[src/common/hpprc_defines.svh]
// Timing counts and fixed values for the hub port power and reset control
// Included by the design files; assumes a 20 MHz clock (50 ns period)
`ifndef HPPRC_DEFINES_SVH
`define HPPRC_DEFINES_SVH

`define HPPRC_CLK_PERIOD_NS     50
`define HPPRC_NUM_PORTS         4
// Power-on hold time, in microseconds
`define HPPRC_POR_HOLD_US       1000
`define HPPRC_POR_CYCLES        ((`HPPRC_POR_HOLD_US * 1000 + `HPPRC_CLK_PERIOD_NS - 1) / `HPPRC_CLK_PERIOD_NS)
// Over-current filter time, in nanoseconds
`define HPPRC_OC_FILTER_NS      1000
`define HPPRC_OC_FILTER_CYCLES  ((`HPPRC_OC_FILTER_NS + `HPPRC_CLK_PERIOD_NS - 1) / `HPPRC_CLK_PERIOD_NS)
`define HPPRC_OC_CNT_W          8
`define HPPRC_ADDR_DEFAULT      7'h00

`endif

[src/common/hpprc_pkg.sv]
// Types for the hub port power and reset control
// Assumes nothing beyond a SystemVerilog compiler
package hpprc_pkg;
   typedef enum logic [1:0] {
      HPPRC_UNCONFIGURED,
      HPPRC_CONFIGURED,
      HPPRC_SUSPENDED
   } hpprc_dev_state_e;
   typedef logic [6:0] hpprc_addr_t;
endpackage

[src/hpprc_oc_filter.sv]
// One port's over-current sense path: synchroniser and low-level filter
// Assumes the pin level arrives asynchronously from the board
`timescale 1ns/10ps
`include "hpprc_defines.svh"
module hpprc_oc_filter
   import hpprc_pkg::*;
(
   // Clock and reset
   input  wire logic clk,
   input  wire logic reset,
   // Pin level and qualifiers
   input  wire logic senseIn,
   input  wire logic powerOn,
   // Filtered result
   output logic      overCurrent
);
   logic                       syncA;
   logic                       syncB;
   logic [`HPPRC_OC_CNT_W-1:0] lowCount;
   logic [`HPPRC_OC_CNT_W-1:0] next_lowCount;
   logic                       next_overCurrent;

   localparam logic [`HPPRC_OC_CNT_W-1:0] FILT = `HPPRC_OC_CNT_W'(`HPPRC_OC_FILTER_CYCLES);

   // Count consecutive lows; any high restarts so power-up dips are ignored
   always_comb begin
      next_lowCount    = lowCount;
      next_overCurrent = overCurrent;
      if (!powerOn) begin
         next_lowCount    = '0;
         next_overCurrent = 1'b0;
      end else if (syncB) begin
         next_lowCount    = '0;
         next_overCurrent = 1'b0;
      end else if (lowCount < FILT) begin
         next_lowCount = lowCount + 8'h01;
      end else begin
         next_overCurrent = 1'b1;
      end
   end

   // Two flops before the filter reads the pin
   always_ff @(posedge clk) begin
      if (reset) begin
         syncA       <= 1'b1;
         syncB       <= 1'b1;
         lowCount    <= '0;
         overCurrent <= 1'b0;
      end else begin
         syncA       <= senseIn;
         syncB       <= syncA;
         lowCount    <= next_lowCount;
         overCurrent <= next_overCurrent;
      end
   end
endmodule // hpprc_oc_filter

[src/hpprc_ctrl.sv]
// Hub port power drive, over-current sense and chip-level reset control
// Assumes one 20 MHz clock; pins pass through pad cells that honour oe/pull controls
//
// Function
// - Each downstream port has one pin for power control and over-current sense.
// - Port power off: drive pin low, pull-up off.
// - Port power on: driver off, pull-up on, pin is open drain.
// - Low on an enabled port's pin means over-current.
// - Filter sense input so transient lows do not flag over-current.
// - Poly fuse uses same pin behaviour; opened fuse reads low as over-current.
// - Reset sources: power-on, external reset pin, upstream bus reset.
// - Internal timer holds reset after power is applied.
// - External reset held: stay in low-current standby.
// - External reset disables transceiver, pairs high impedance.
// - External reset ends all transactions without keeping state.
// - External reset returns all registers to defaults.
// - External reset stops oscillator and PLL.
// - Bus reset sets bus address to zero.
// - Bus reset returns device to unconfigured.
// - Bus reset wakes a suspended device.
// - Bus reset is not passed to downstream ports.
`timescale 1ns/10ps
`include "hpprc_defines.svh"
module hpprc_ctrl
   import hpprc_pkg::*;
#(
   parameter int POR_CYCLES = `HPPRC_POR_CYCLES
) (
   // Clock and reset
   input  wire logic                         clk,
   input  wire logic                         reset,
   // Reset sources
   input  wire logic                         extReset_n,
   input  wire logic                         busResetReq,
   // Hub core requests
   input  wire logic [`HPPRC_NUM_PORTS-1:0]  portPowerReq,
   input  wire logic                         setAddrValid,
   input  wire hpprc_addr_t                  setAddr,
   input  wire logic                         setConfigReq,
   input  wire logic                         suspendReq,
   // Port power and sense pins
   input  wire logic [`HPPRC_NUM_PORTS-1:0]  portPowerSensePinIn,
   output logic [`HPPRC_NUM_PORTS-1:0]       portPowerSensePinOut,
   output logic [`HPPRC_NUM_PORTS-1:0]       portPowerSensePinOe_n,
   output logic [`HPPRC_NUM_PORTS-1:0]       portPullUpEn,
   // Over-current status
   output logic [`HPPRC_NUM_PORTS-1:0]       overcurrentSenseSignal,
   // Chip reset and power controls
   output logic                              chipReset,
   output logic                              standby,
   output logic                              phyEnable,
   output logic                              oscEnable,
   output logic                              pllEnable,
   output logic                              downstreamReset,
   output logic                              transactionAbort,
   // Device state
   output hpprc_addr_t                       busAddr,
   output hpprc_dev_state_e                  devState
);
   localparam int PW = 32;

   // Latency from each source, in clk edges:
   //   extReset_n low  -> standby, oscEnable and pllEnable follow after 2 edges, chipReset after 3
   //   extReset_n high -> the same path back; chipReset drops only once the power-on timer is done
   //   reset released  -> chipReset held for POR_CYCLES edges plus one of pipeline
   //   busResetReq     -> busAddr and devState back to defaults on the next edge
   //   portPowerReq    -> pin drive and pull-up follow on the next edge
   // chipReset is registered so every consumer leaves reset on one clean edge; the price
   // is a cycle in which standby is already up while the transceiver still runs.

   logic                         extSyncA;
   logic                         extSyncB;
   logic [PW-1:0]                porCount;
   logic [PW-1:0]                next_porCount;
   logic                         porActive;
   logic                         next_porActive;
   logic                         next_chipReset;
   logic [`HPPRC_NUM_PORTS-1:0]  portOn;
   logic [`HPPRC_NUM_PORTS-1:0]  next_portOn;
   hpprc_addr_t                  next_busAddr;
   hpprc_dev_state_e             next_devState;
   logic                         extHeld;

   // Power-on counter runs from the block's own reset (standing in for power arrival)
   always_comb begin
      next_porCount  = porCount;
      next_porActive = porActive;
      if (porActive) begin
         if (porCount >= POR_CYCLES[PW-1:0] - 32'h00000001) begin
            next_porActive = 1'b0;
         end else begin
            next_porCount = porCount + 32'h00000001;
         end
      end
   end

   // External pin is asynchronous, so synchronise before use
   assign extHeld = !extSyncB;

   // Combine sources into one clock-aligned internal reset
   always_comb begin
      next_chipReset = porActive || extHeld;
   end

   // Sync flops reset to the held level, so the pin cannot free the chip in the first two edges
   always_ff @(posedge clk) begin
      if (reset) begin
         extSyncA  <= 1'b0;
         extSyncB  <= 1'b0;
         porCount  <= '0;
         porActive <= 1'b1;
         chipReset <= 1'b1;
      end else begin
         extSyncA  <= extReset_n;
         extSyncB  <= extSyncA;
         porCount  <= next_porCount;
         porActive <= next_porActive;
         chipReset <= next_chipReset;
      end
   end

   // Standby outputs follow the external pin; clocks halt while it is held
   always_comb begin
      standby          = extHeld;
      phyEnable        = !chipReset;
      oscEnable        = !extHeld;
      pllEnable        = !extHeld;
      transactionAbort = chipReset;
      downstreamReset  = chipReset;     // bus reset deliberately excluded
   end

   // Port power state; cleared on any chip reset
   // Bus reset stays out of this path on purpose: downstream devices keep their power
   always_comb begin
      next_portOn = chipReset ? '0 : portPowerReq;
   end

   always_ff @(posedge clk) begin
      if (reset) begin
         portOn <= '0;
      end else begin
         portOn <= next_portOn;
      end
   end

   // Pin drive: low with pull-up off when off, released with pull-up when on
   always_comb begin
      portPowerSensePinOut  = '0;
      portPowerSensePinOe_n = portOn;
      portPullUpEn          = portOn;
   end

   // One sense filter per port
   // Filter also sees chipReset, so a trip never outlives a chip reset
   for (genvar p = 0; p < `HPPRC_NUM_PORTS; p++) begin : g_port
      hpprc_oc_filter u_filt (
         .clk         (clk),
         .reset       (reset || chipReset),
         .senseIn     (portPowerSensePinIn[p]),
         .powerOn     (portOn[p]),
         .overCurrent (overcurrentSenseSignal[p])
      );
   end

   // Address and configuration; bus reset has priority over core requests
   // SUSPENDED is left only through a bus or chip reset; this block has no resume path
   always_comb begin
      next_busAddr  = busAddr;
      next_devState = devState;
      if (chipReset) begin
         next_busAddr  = `HPPRC_ADDR_DEFAULT;
         next_devState = HPPRC_UNCONFIGURED;
      end else if (busResetReq) begin
         next_busAddr  = `HPPRC_ADDR_DEFAULT;
         next_devState = HPPRC_UNCONFIGURED;
      end else begin
         if (setAddrValid) begin
            next_busAddr = setAddr;
         end
         case (devState)
            HPPRC_UNCONFIGURED: begin
               if (suspendReq) next_devState = HPPRC_SUSPENDED;
               else if (setConfigReq) next_devState = HPPRC_CONFIGURED;
            end
            HPPRC_CONFIGURED: begin
               if (suspendReq) next_devState = HPPRC_SUSPENDED;
            end
            HPPRC_SUSPENDED: begin
               next_devState = HPPRC_SUSPENDED;
            end
            default: next_devState = HPPRC_UNCONFIGURED;
         endcase
      end
   end

   always_ff @(posedge clk) begin
      if (reset) begin
         busAddr  <= `HPPRC_ADDR_DEFAULT;
         devState <= HPPRC_UNCONFIGURED;
      end else begin
         busAddr  <= next_busAddr;
         devState <= next_devState;
      end
   end

   // Every port keeps the pin rules, not only port 0
   for (genvar q = 0; q < `HPPRC_NUM_PORTS; q++) begin : g_chk

   end
endmodule // hpprc_ctrl

[config.mk]
export PLATFORM = sky130hd
export DESIGN_NAME = hpprc_ctrl
export DESIGN_NICKNAME = d
export VERILOG_FILES = /design/src/common/hpprc_pkg.sv /design/src/hpprc_oc_filter.sv /design/src/hpprc_ctrl.sv
export VERILOG_INCLUDE_DIRS = /design/src /design/src/common
export SDC_FILE = /design/constraint.sdc
export NUM_CORES = 1
export LEC_CHECK = 0
export BUFFER_PORTS_ARGS = -buffer_cell sky130_fd_sc_hd__buf_2
export CAP_MARGIN = 20
export CORE_UTILIZATION = 35
export CTS_BUF_LIST = sky130_fd_sc_hd__clkbuf_4 sky130_fd_sc_hd__clkbuf_8
export CTS_CLUSTER_SIZE = 25
export DETAILED_ROUTE_END_ITERATION = 8
export PLACE_DENSITY = 0.57
export SLEW_MARGIN = 15
export SYNTH_ARGS = -nofsm -noshare
export SYNTH_HDL_FRONTEND = slang
export SYNTH_HIERARCHICAL = 1
export SYNTH_SLANG_ARGS = --single-unit
[constraint.sdc]
create_clock -name clk -period 3.3 [get_ports clk]
set_input_delay 0.825 -clock clk [delete_from_list [all_inputs] [get_ports clk]]
set_output_delay 0.825 -clock clk [all_outputs]
set_load 0.005 [all_outputs]
# Yosys cells after proc, flatten, opt, wreduce, memory -nomap -nowiden
# Index checks and enable logic that the tools add are counted.
[op_classes]
reduce_logical = 13
muxes = 6
n_lt_le_gt_ge = 5
n_bitwise = 5
addsub = 5
eq_ne = 4
[ops]
columns = ["cell", "n"]
rows = [
  ["adder 32 x 1 -> 32 bit, second input constant", 1],
  ["adder 8 x 1 -> 8 bit, second input constant", 4],
  [">= comparator 32 x 15 -> 1 bit, second input constant", 1],
  ["< comparator 8 x 5 -> 1 bit, second input constant", 4],
  ["OR reduction 3 bit", 5],
  ["2-to-1 mux 2 bit", 3],
  ["case mux 2 bit (3 select lines)", 1],
  ["NOT 1 bit", 5],
  ["AND reduction 2 bit", 2],
  ["inequality test 3 bit, second input constant", 1],
  ["equality test 2 x 1 -> 1 bit, second input constant", 1],
  ["equality test 2 bit, second input constant", 1],
  ["zero test 1 bit", 2],
  ["zero test 2 bit", 1],
  ["logical OR 1 bit", 2],
  ["2-to-1 mux 1 bit", 2],
  ["inequality test 2 bit, second input constant", 1],
  ["OR reduction 2 bit", 1],
]
[totals]
inputBits = 22
regBits = 93
output_inout_bits = 32
wordCells = 62

# Depth between registers and ports, before layout
# Gate-level depths: netlist of run 1.
[depth]
ltp_word = 3
ltp_mapped = 6
depth_no_buf = 6

# Cells and area by module
# Netlist of run 1, hierarchy kept.
[modules_own_cells]
columns = ["mod", "n_inst", "seq_area_each_um2", "area_per_inst_um2", "cells_each"]
rows = [
  ["hpprc_ctrl", 1, 980.9, 2024.4, 210],
  ["hpprc_oc_filter", 4, 220.2, 414.1, 41],
]

# Least setup slack after synthesis of run 1
# Ideal clock, no wire load.
[synth_timing]
path_type = "input to register"
startpoint = "input reset"
endpoint = "register g_port[0].u_filt.lowCount[2]"
required_ns = 3.222
cell_stages = 6
setup_time_ns = 0.078
setup_slack_ns = 1.112
arrival_time_ns = 2.110
n_path_buf = 2
cell_sequence = "clkbuf_1 -> nor2_1 -> inv_1 -> or3b_2 -> clkbuf_1 -> nor3_1"
[synth_between]
elab_chain_len = 2
[synth_lines]
columns = ["element", "line", "rtl"]
rows = [
  ["from (decl)", "hpprc_ctrl.sv:31", "input wire logic reset,"],
  ["logical OR 1 bit", "hpprc_ctrl.sv:158", ".reset (reset || chipReset),"],
  ["OR reduction 3 bit (no source line)", "-", ""],
  ["to (signal assigned)", "hpprc_oc_filter.sv:52", "lowCount <= next_lowCount;"],
  ["to (decl)", "hpprc_oc_filter.sv:19", "logic [`HPPRC_OC_CNT_W-1:0] lowCount;"],
]
# No other way between the ends.
# A chain may end at the register's enable or synchronous reset.

# Worst setup path after layout of run 1
[layout_timing]
startpoint = "register porCount[24]"
endpoint = "register porCount[11]"
[layout_between]
elab_chain_len = 3
[layout_lines]
columns = ["element", "line", "rtl"]
rows = [
  ["from (decl)", "hpprc_ctrl.sv:73", "logic [PW-1:0] porCount;"],
  ["from (signal assigned)", "hpprc_ctrl.sv:116", "porCount <= next_porCount;"],
  [">= comparator 32 x 15 -> 1 bit", "hpprc_ctrl.sv:89", "if (porCount >= POR_CYCLES[PW-1:0] - 32'h00000001) begin"],
  ["NOT 1 bit (no source line)", "-", ""],
  ["AND reduction 2 bit (no source line)", "-", ""],
]
# No other way between the ends.

==> out/metrics.yaml, run 1 <==
slew_headroom_pct: 62.3
synth_warnings: 6
fin_total_pwr_uw: 2020
yosys.cell_count.top_type: "dfxtp_1"
num_antenna_cells: 0
detailed_place_hpwl_mm: 4.79
critical_path.slowest_cell: "or4b_1"
syn2layout_area_growth_pct: 14.6
timing.critical_path.to_type: "flip-flop"
final_cell_count_no_fill: 556
post_synth_main_area_contributors: "dfxtp_1 (51%), nor2b_1 (3.6%), a21oi_1 (3.0%)"
finalWirelength_mm: 6.68
max_cap_violations: 0
top_ports: 54
antenna_violations_before_repair: 0
grt_first_pass_wirelength_mm: 11.6
detailedRoute.firstIterationViolations: 63
post-cts-setup-buffer-count: 0
setup.worst_path.class: "flip-flop to flip-flop"
tritoncts.num_buffers: 9
yosys_most_used_dff: "dfxtp_1"
route.detailed.wl_per_inst_um: 12.0
die_area_sq_um: 10900
synthDominantCellAreaShare_pct: 50.6
timing_worst_slew_pin_value_ns: 0.562
clk_root_buffer_cell: "clkbuf_8"
cp.arrival_ns: 2.46
timing.setup.tns_ns: 0
fin_nets: 446
worstPathCellList: "nor4_2 -> nand2_1 -> or4b_1 -> or4_1 -> a21oi_1"
vdd_ir_drop_max_mv: 0.234
cts_htree_levels: 3
hold_slack_ns: 0.414
max_freq_ghz: 0.462
utilization_pct: 41.0
finalCriticalPeriod_ns: 2.17
area_taken_by_flip_flops_and_latches_sq_um: 1860
cp.buffers_inverters: 0
run_status: "finished, final reports clean"
die_width_um: 105
syn_avg_cell_area_sq_um: 9.84
detail_route.first_pass.iterations: 4
synth-seq-area-share_pct: 50.6
start_kind: "flip-flop"
initial_core_util_pct: 35.8
place.detailed.instances: 541
setup_viol: 0
grt_max_degree: 41
drcViolationCount: 0
critical_path.max_stage_delay_ns: 0.61
std_cell_rows: 37
worst_hold_path_type: "flip-flop to flip-flop"
final-max-slew-violation-count: 0
tritoncts_clock_tree: "yes"
area_used_by_multi_input_combinational_logic_sq_um: 1670
place.port_buffers: 49
core-area_sq_um: 10300
antenna_left: 0
timing.critical_path.max_delay_family: "simple AND/OR/NAND/NOR gates"
worstSkewPairLatency_ns: 0.36
final.period_utilization_pct: 65.7
final.setup_skew_ns: 0.00623
final.fill_count: 1032
synth.ff_latch_count: 93
fraction_of_synthesis_flops_using_an_asynchronous_set_or_reset_pin_pct: 0
sink_count_of_the_clock_tree: 93
route.detailed.vias_per_inst: 4.87
cp.required_ns: 3.59
place_congestion: 0.780
postCtsHoldBufs: 0
syn_area_sq_um: 3680
routed-via-count: 2705
ys_top_cells_by_count: "dfxtp_1 (93), nor2_1 (24), a21oi_1 (22)"
post-synth-top-area-cell: "dfxtp_1"
netlist_instances: 374
synth_cell_type_count: 51
grt_setup_unrepaired: "no"
via_count_of_the_first_global_routing_pass: 2551
clock_path_buffers: 2
timing.final.hold_violations: 0
die_height_um: 105
path_clk_slew_ns: 0.09
synth_edf_count: 0
grt_overflow: 0
globalRouteTotalUtil_pct: 13.3
power_leakage_uw: 0.00172
post_route_cells_drive_above_1_share_pct: 22.1
postCtsResizedCells: 0
critical_path_fanout_max: 8
pwr_density_cell_nw_per_um2: 479
[layout make-up]
class | instances | area share, %
clock inverters | 3 | 1.63
multi-input cells | 253 | 39.6
clock buffers | 12 | 3.77
well taps | 136 | 4.03
repair buffers | 50 | 5.99
inverters | 9 | 0.801
flip-flops and latches | 93 | 44.1
[power by group]
group          switching (uW)  total, uW  internal, uW
Clock                     376        850           474
Combinational            21.4       41.0          19.7
Sequential               3.87       1130          1130
[state kept, by name, indices dropped and copies added (netlist names)]
name and flops:
porActive 1, g_port.u_filt/syncB 4, portPowerSensePinOe_n 4, g_port.u_filt/lowCount 32
g_port.u_filt/syncA 4, busAddr 7, extSyncA 1, devState 2
chipReset 1, oscEnable 1, porCount 32, g_port.u_filt/overCurrent 4
[worst paths after layout]
kind,startpoint,to,slack [ns],cells past startpoint
setup / recovery,porCount[24],porCount[11],1.13,5
hold / removal,g_port[0].u_filt/syncA,g_port[0].u_filt/syncB,0.41,1
setup reg to reg,porCount[24],porCount[11],1.13,5
hold reg to reg,g_port[0].u_filt/syncA,g_port[0].u_filt/syncB,0.41,1
[cell usage in the layout, fill, tap and decap left out, drive strengths merged, types with 9 or more instances in the layout]
master	instances
inv	9
dfxtp	93
or3	20
o21ai	20
buf	50
nor2b	21
nand2	11
clkbuf	12
nor2	24
and2	17
nor3	12
a21oi	22
[per-stage QoR]
step	cell area [sq um]	worst slack, ns
floorplan	3690	1.11
detailed placement	3990	0.837
CTS	4220	1.12
global route	4220	1.01
finish	4220	1.13
global placement	3990	0.928
[worst register-to-register path, cell delays in order, from the launching register on]
cell	delay, ns
dfxtp_1	0.32
nor4_2	0.43
nand2_1	0.08
or4b_1	0.61
or4_1	0.52
a21oi_1	0.15
[layer usage]
metal  vias up  part of all wire (%)  global-route usage, %
li1       1397                     -                      -
met1      1253                    47                   16.0
met2        45                    47                   21.2
met3        10                   4.3                   4.62
met4         0                   1.9                   6.22
met5         -                     0                      0
[logic make-up (layout without fill, tap and decap cells)]
| logic type | after synthesis | after routing | synth area share [%] |
|---|---|---|---|
| AND/OR/NAND/NOR | 164 | 164 | 28.5 |
| other | 1 | 4 | 0.102 |
| XOR/XNOR | 2 | 2 | 0.476 |
| buffers and inverters | 31 | 74 | 4.32 |
| flip-flops | 93 | 93 | 50.6 |
| multiplexers | 10 | 10 | 2.79 |
| adder cells (fa/ha/maj) | 8 | 8 | 2.72 |
| AO/OA/AOI/OAI | 65 | 65 | 10.5 |
(Power assumes the default switching activity.)
==> inputs of run 2 (changes only) <==
--- a/config.mk
+++ b/config.mk
@@ -12,7 +12,7 @@
 export CTS_BUF_LIST = sky130_fd_sc_hd__clkbuf_4 sky130_fd_sc_hd__clkbuf_8
 export CTS_CLUSTER_SIZE = 25
 export DETAILED_ROUTE_END_ITERATION = 8
-export PLACE_DENSITY = 0.57
+export PLACE_DENSITY = 0.59
 export SLEW_MARGIN = 15
 export SYNTH_ARGS = -nofsm -noshare
 export SYNTH_HDL_FRONTEND = slang
==> constraint.sdc (replaced) <==
create_clock -name clk -period 1.9 [get_ports clk]
set_input_delay 0.475 -clock clk [delete_from_list [all_inputs] [get_ports clk]]
set_output_delay 0.475 -clock clk [all_outputs]
set_load 0.005 [all_outputs]
==> out/metrics.yaml, run 2 (synthesis gave the netlist of run 1 again) <==
final-max-slew-violation-count: 0  # unchanged
detailedRoute.firstIterationViolations: 83  # +32%
antenna_violations_before_repair: 0  # unchanged
critPathCapture: "porCount[7]"
violations_in_the_final_reports: "setup timing"
die_height_um: 105  # unchanged
worstPathCellList: "nor4_4 -> nand2_2 -> or4b_4 -> buf_6 -> or3_1 -> a21oi_1"
place.detailed.instances: 561  # +3.7%
fin_total_pwr_uw: 3220  # +60%
clk_root_buffer_cell: "clkbuf_8"
timing.final.hold_violations: 0  # unchanged
crit_path_start: "porCount[15]"
finalCriticalPeriod_ns: 1.92  # -0.245 ns
critical_path_fanout_max: 7  # -1
post_route_cells_drive_above_1_share_pct: 27.9  # +5.8 points
run_status: "finished, violations left"
most-common-layout-cells: "dfxtp_1 (89), buf_2 (49), nor2_1 (24), buf_4 (22)"
via_count_of_the_first_global_routing_pass: 2523  # -1.1%
setup.worst_path.class: "flip-flop to flip-flop"
worst_hold_path_type: "primary input to flip-flop"
max_cap_violations: 0  # unchanged
power_leakage_uw: 0.00181  # +5.6%
globalRouteTotalUtil_pct: 13.0  # -0.30 points
detail_route.first_pass.iterations: 4  # unchanged
top_ports: 54  # unchanged
cp_num_cells: 6  # +1
postCtsHoldBufs: 0  # unchanged
critical_path.slowest_cell: "or4b_4"
final_cell_count_no_fill: 580  # +4.3%
post-route-cell-area_sq_um: 4390  # +4.2%
max_freq_ghz: 0.520  # +13%
grt_first_pass_wirelength_mm: 11.4  # -2.0%
routed-via-count: 2749  # +1.6%
initial_core_util_pct: 35.8  # unchanged
top_regs: "g_port.u_filt/lowCount: 32 flops, porCount: 32 flops, busAddr: 7 flops"
grt_max_degree: 34  # -17%
crit-reg2reg-launch: "porCount[15]"
num_antenna_cells: 0  # unchanged
setup_viol: 3  # +3
finalWirelength_mm: 6.74  # +0.84%
route.detailed.vias_per_inst: 4.74  # -2.6%
final.fill_count: 1005  # -2.6%
antenna_left: 0  # unchanged
cp.arrival_ns: 2.21  # -0.25 ns
critical_path.max_stage_delay_ns: 0.52  # -0.09 ns
die_area_sq_um: 10900  # unchanged
final.setup_skew_ns: 0.0121  # +0.00584 ns
placement.setup.worst_slack_ns: -0.0701  # -0.907 ns
vdd_ir_drop_max_mv: 0.411  # +76%
die_width_um: 105  # unchanged
tritoncts_clock_tree: "yes"
fin_nets: 469  # +5.2%
r2r_cells: 6  # +1
route.detailed.wl_per_inst_um: 11.6  # -3.3%
timing.critical_path.max_delay_family: "simple AND/OR/NAND/NOR gates"
syn2layout_area_growth_pct: 19.3
cp.required_ns: 2.19  # -1.40 ns
most_common_cell_after_layout_fill_and_taps_aside: "dfxtp_1"
reg_to_reg_end: "porCount[7]"
timing.critical_path.to_type: "flip-flop"
tritoncts.num_buffers: 9  # unchanged
drcViolationCount: 0  # unchanged
std_cell_rows: 37  # unchanged
sink_count_of_the_clock_tree: 93  # unchanged
detailed_place_hpwl_mm: 4.92  # +2.8%
final.period_utilization_pct: 101  # +35 points
cp.buffers_inverters: 1  # +1
place.port_buffers: 49  # unchanged
path_clk_slew_ns: 0.09  # about the same
grt_overflow: 0  # unchanged
r2r_setup_slack_ns: -0.02  # -1.15 ns
start_kind: "flip-flop"
grt_setup_unrepaired: "yes"
hold_slack_ns: 0.290  # -0.124 ns
setup_slack_ns: -0.0217  # -1.15 ns
placedInstanceArea_sq_um: 4150  # +4.0%
cts_htree_levels: 3  # unchanged
pwr_density_cell_nw_per_um2: 734  # +53%
place_congestion: 0.816  # +4.7%
clock_path_buffers: 2  # unchanged
worstSkewPairLatency_ns: 0.36  # about the same
core-area_sq_um: 10300  # unchanged
[run 2: changes by cell type in the layout (fill, tap and decap cells not counted), sizes merged]
cell	before	now
bufinv	2	0
clkinvlp	0	3
buf	50	73
clkbuf	12	10
inv	9	10
clkinv	1	2
[run 2: metrics by stage]
step                      setup TNS [ns]  utilization, %
final                            -0.0458            42.7
after global routing              -0.517            42.7
after CTS                        -0.0743            42.5
after detailed placement          -0.235            40.4
after global placement            -0.114            40.4
after floorplan                  -0.0897               -
[run 2: final cells by class]
type	instances	area, sq um	area share, %
Sequential cell	93	1870	42.5
Multi-Input combinational cell	253	1710	38.9
Timing Repair Buffer	73	433	9.85
Tap cell	136	170	3.87
Clock buffer	10	131	2.99
Clock inverter	6	47.5	1.08
Inverter	9	33.8	0.769
[run 2: power breakdown]
| part | switching [uW] | internal (uW) |
|---|---|---|
| combinational | 39.3 | 40.1 |
| sequential | 5.11 | 1950 |
| clock | 686 | 498 |
[run 2: worst min path at each step]
stage / from / to / slack (ns) / cells past startpoint
final: portPowerSensePinIn[1] / g_port[1].u_filt/syncA / 0.29 / 2
after floorplan: g_port[0].u_filt/syncA / g_port[0].u_filt/syncB / 0.39 / 1
after global routing: portPowerSensePinIn[1] / g_port[1].u_filt/syncA / 0.27 / 2
after CTS: portPowerSensePinIn[1] / g_port[1].u_filt/syncA / 0.27 / 2
after detailed placement: g_port[1].u_filt/syncA / g_port[1].u_filt/syncB / 0.39 / 1
after global placement: g_port[1].u_filt/syncA / g_port[1].u_filt/syncB / 0.40 / 1
[run 2: what timing repair did]
item,CTS,global route
pin swaps,14,2
setup endpoints to repair,5,9
buffers inserted,2,1
gates resized for setup,8,2
[run 2: layer usage]
| layer | share of wire [%] | wire length (um) | track usage [%] |
|---|---|---|---|
| met1 | 49 | 3290 | 15.9 |
| met2 | 46 | 3120 | 21.3 |
| met3 | 3.5 | 234 | 4.18 |
| met4 | 1.3 | 87 | 4.59 |
| met5 | 0 | 0 | 0 |
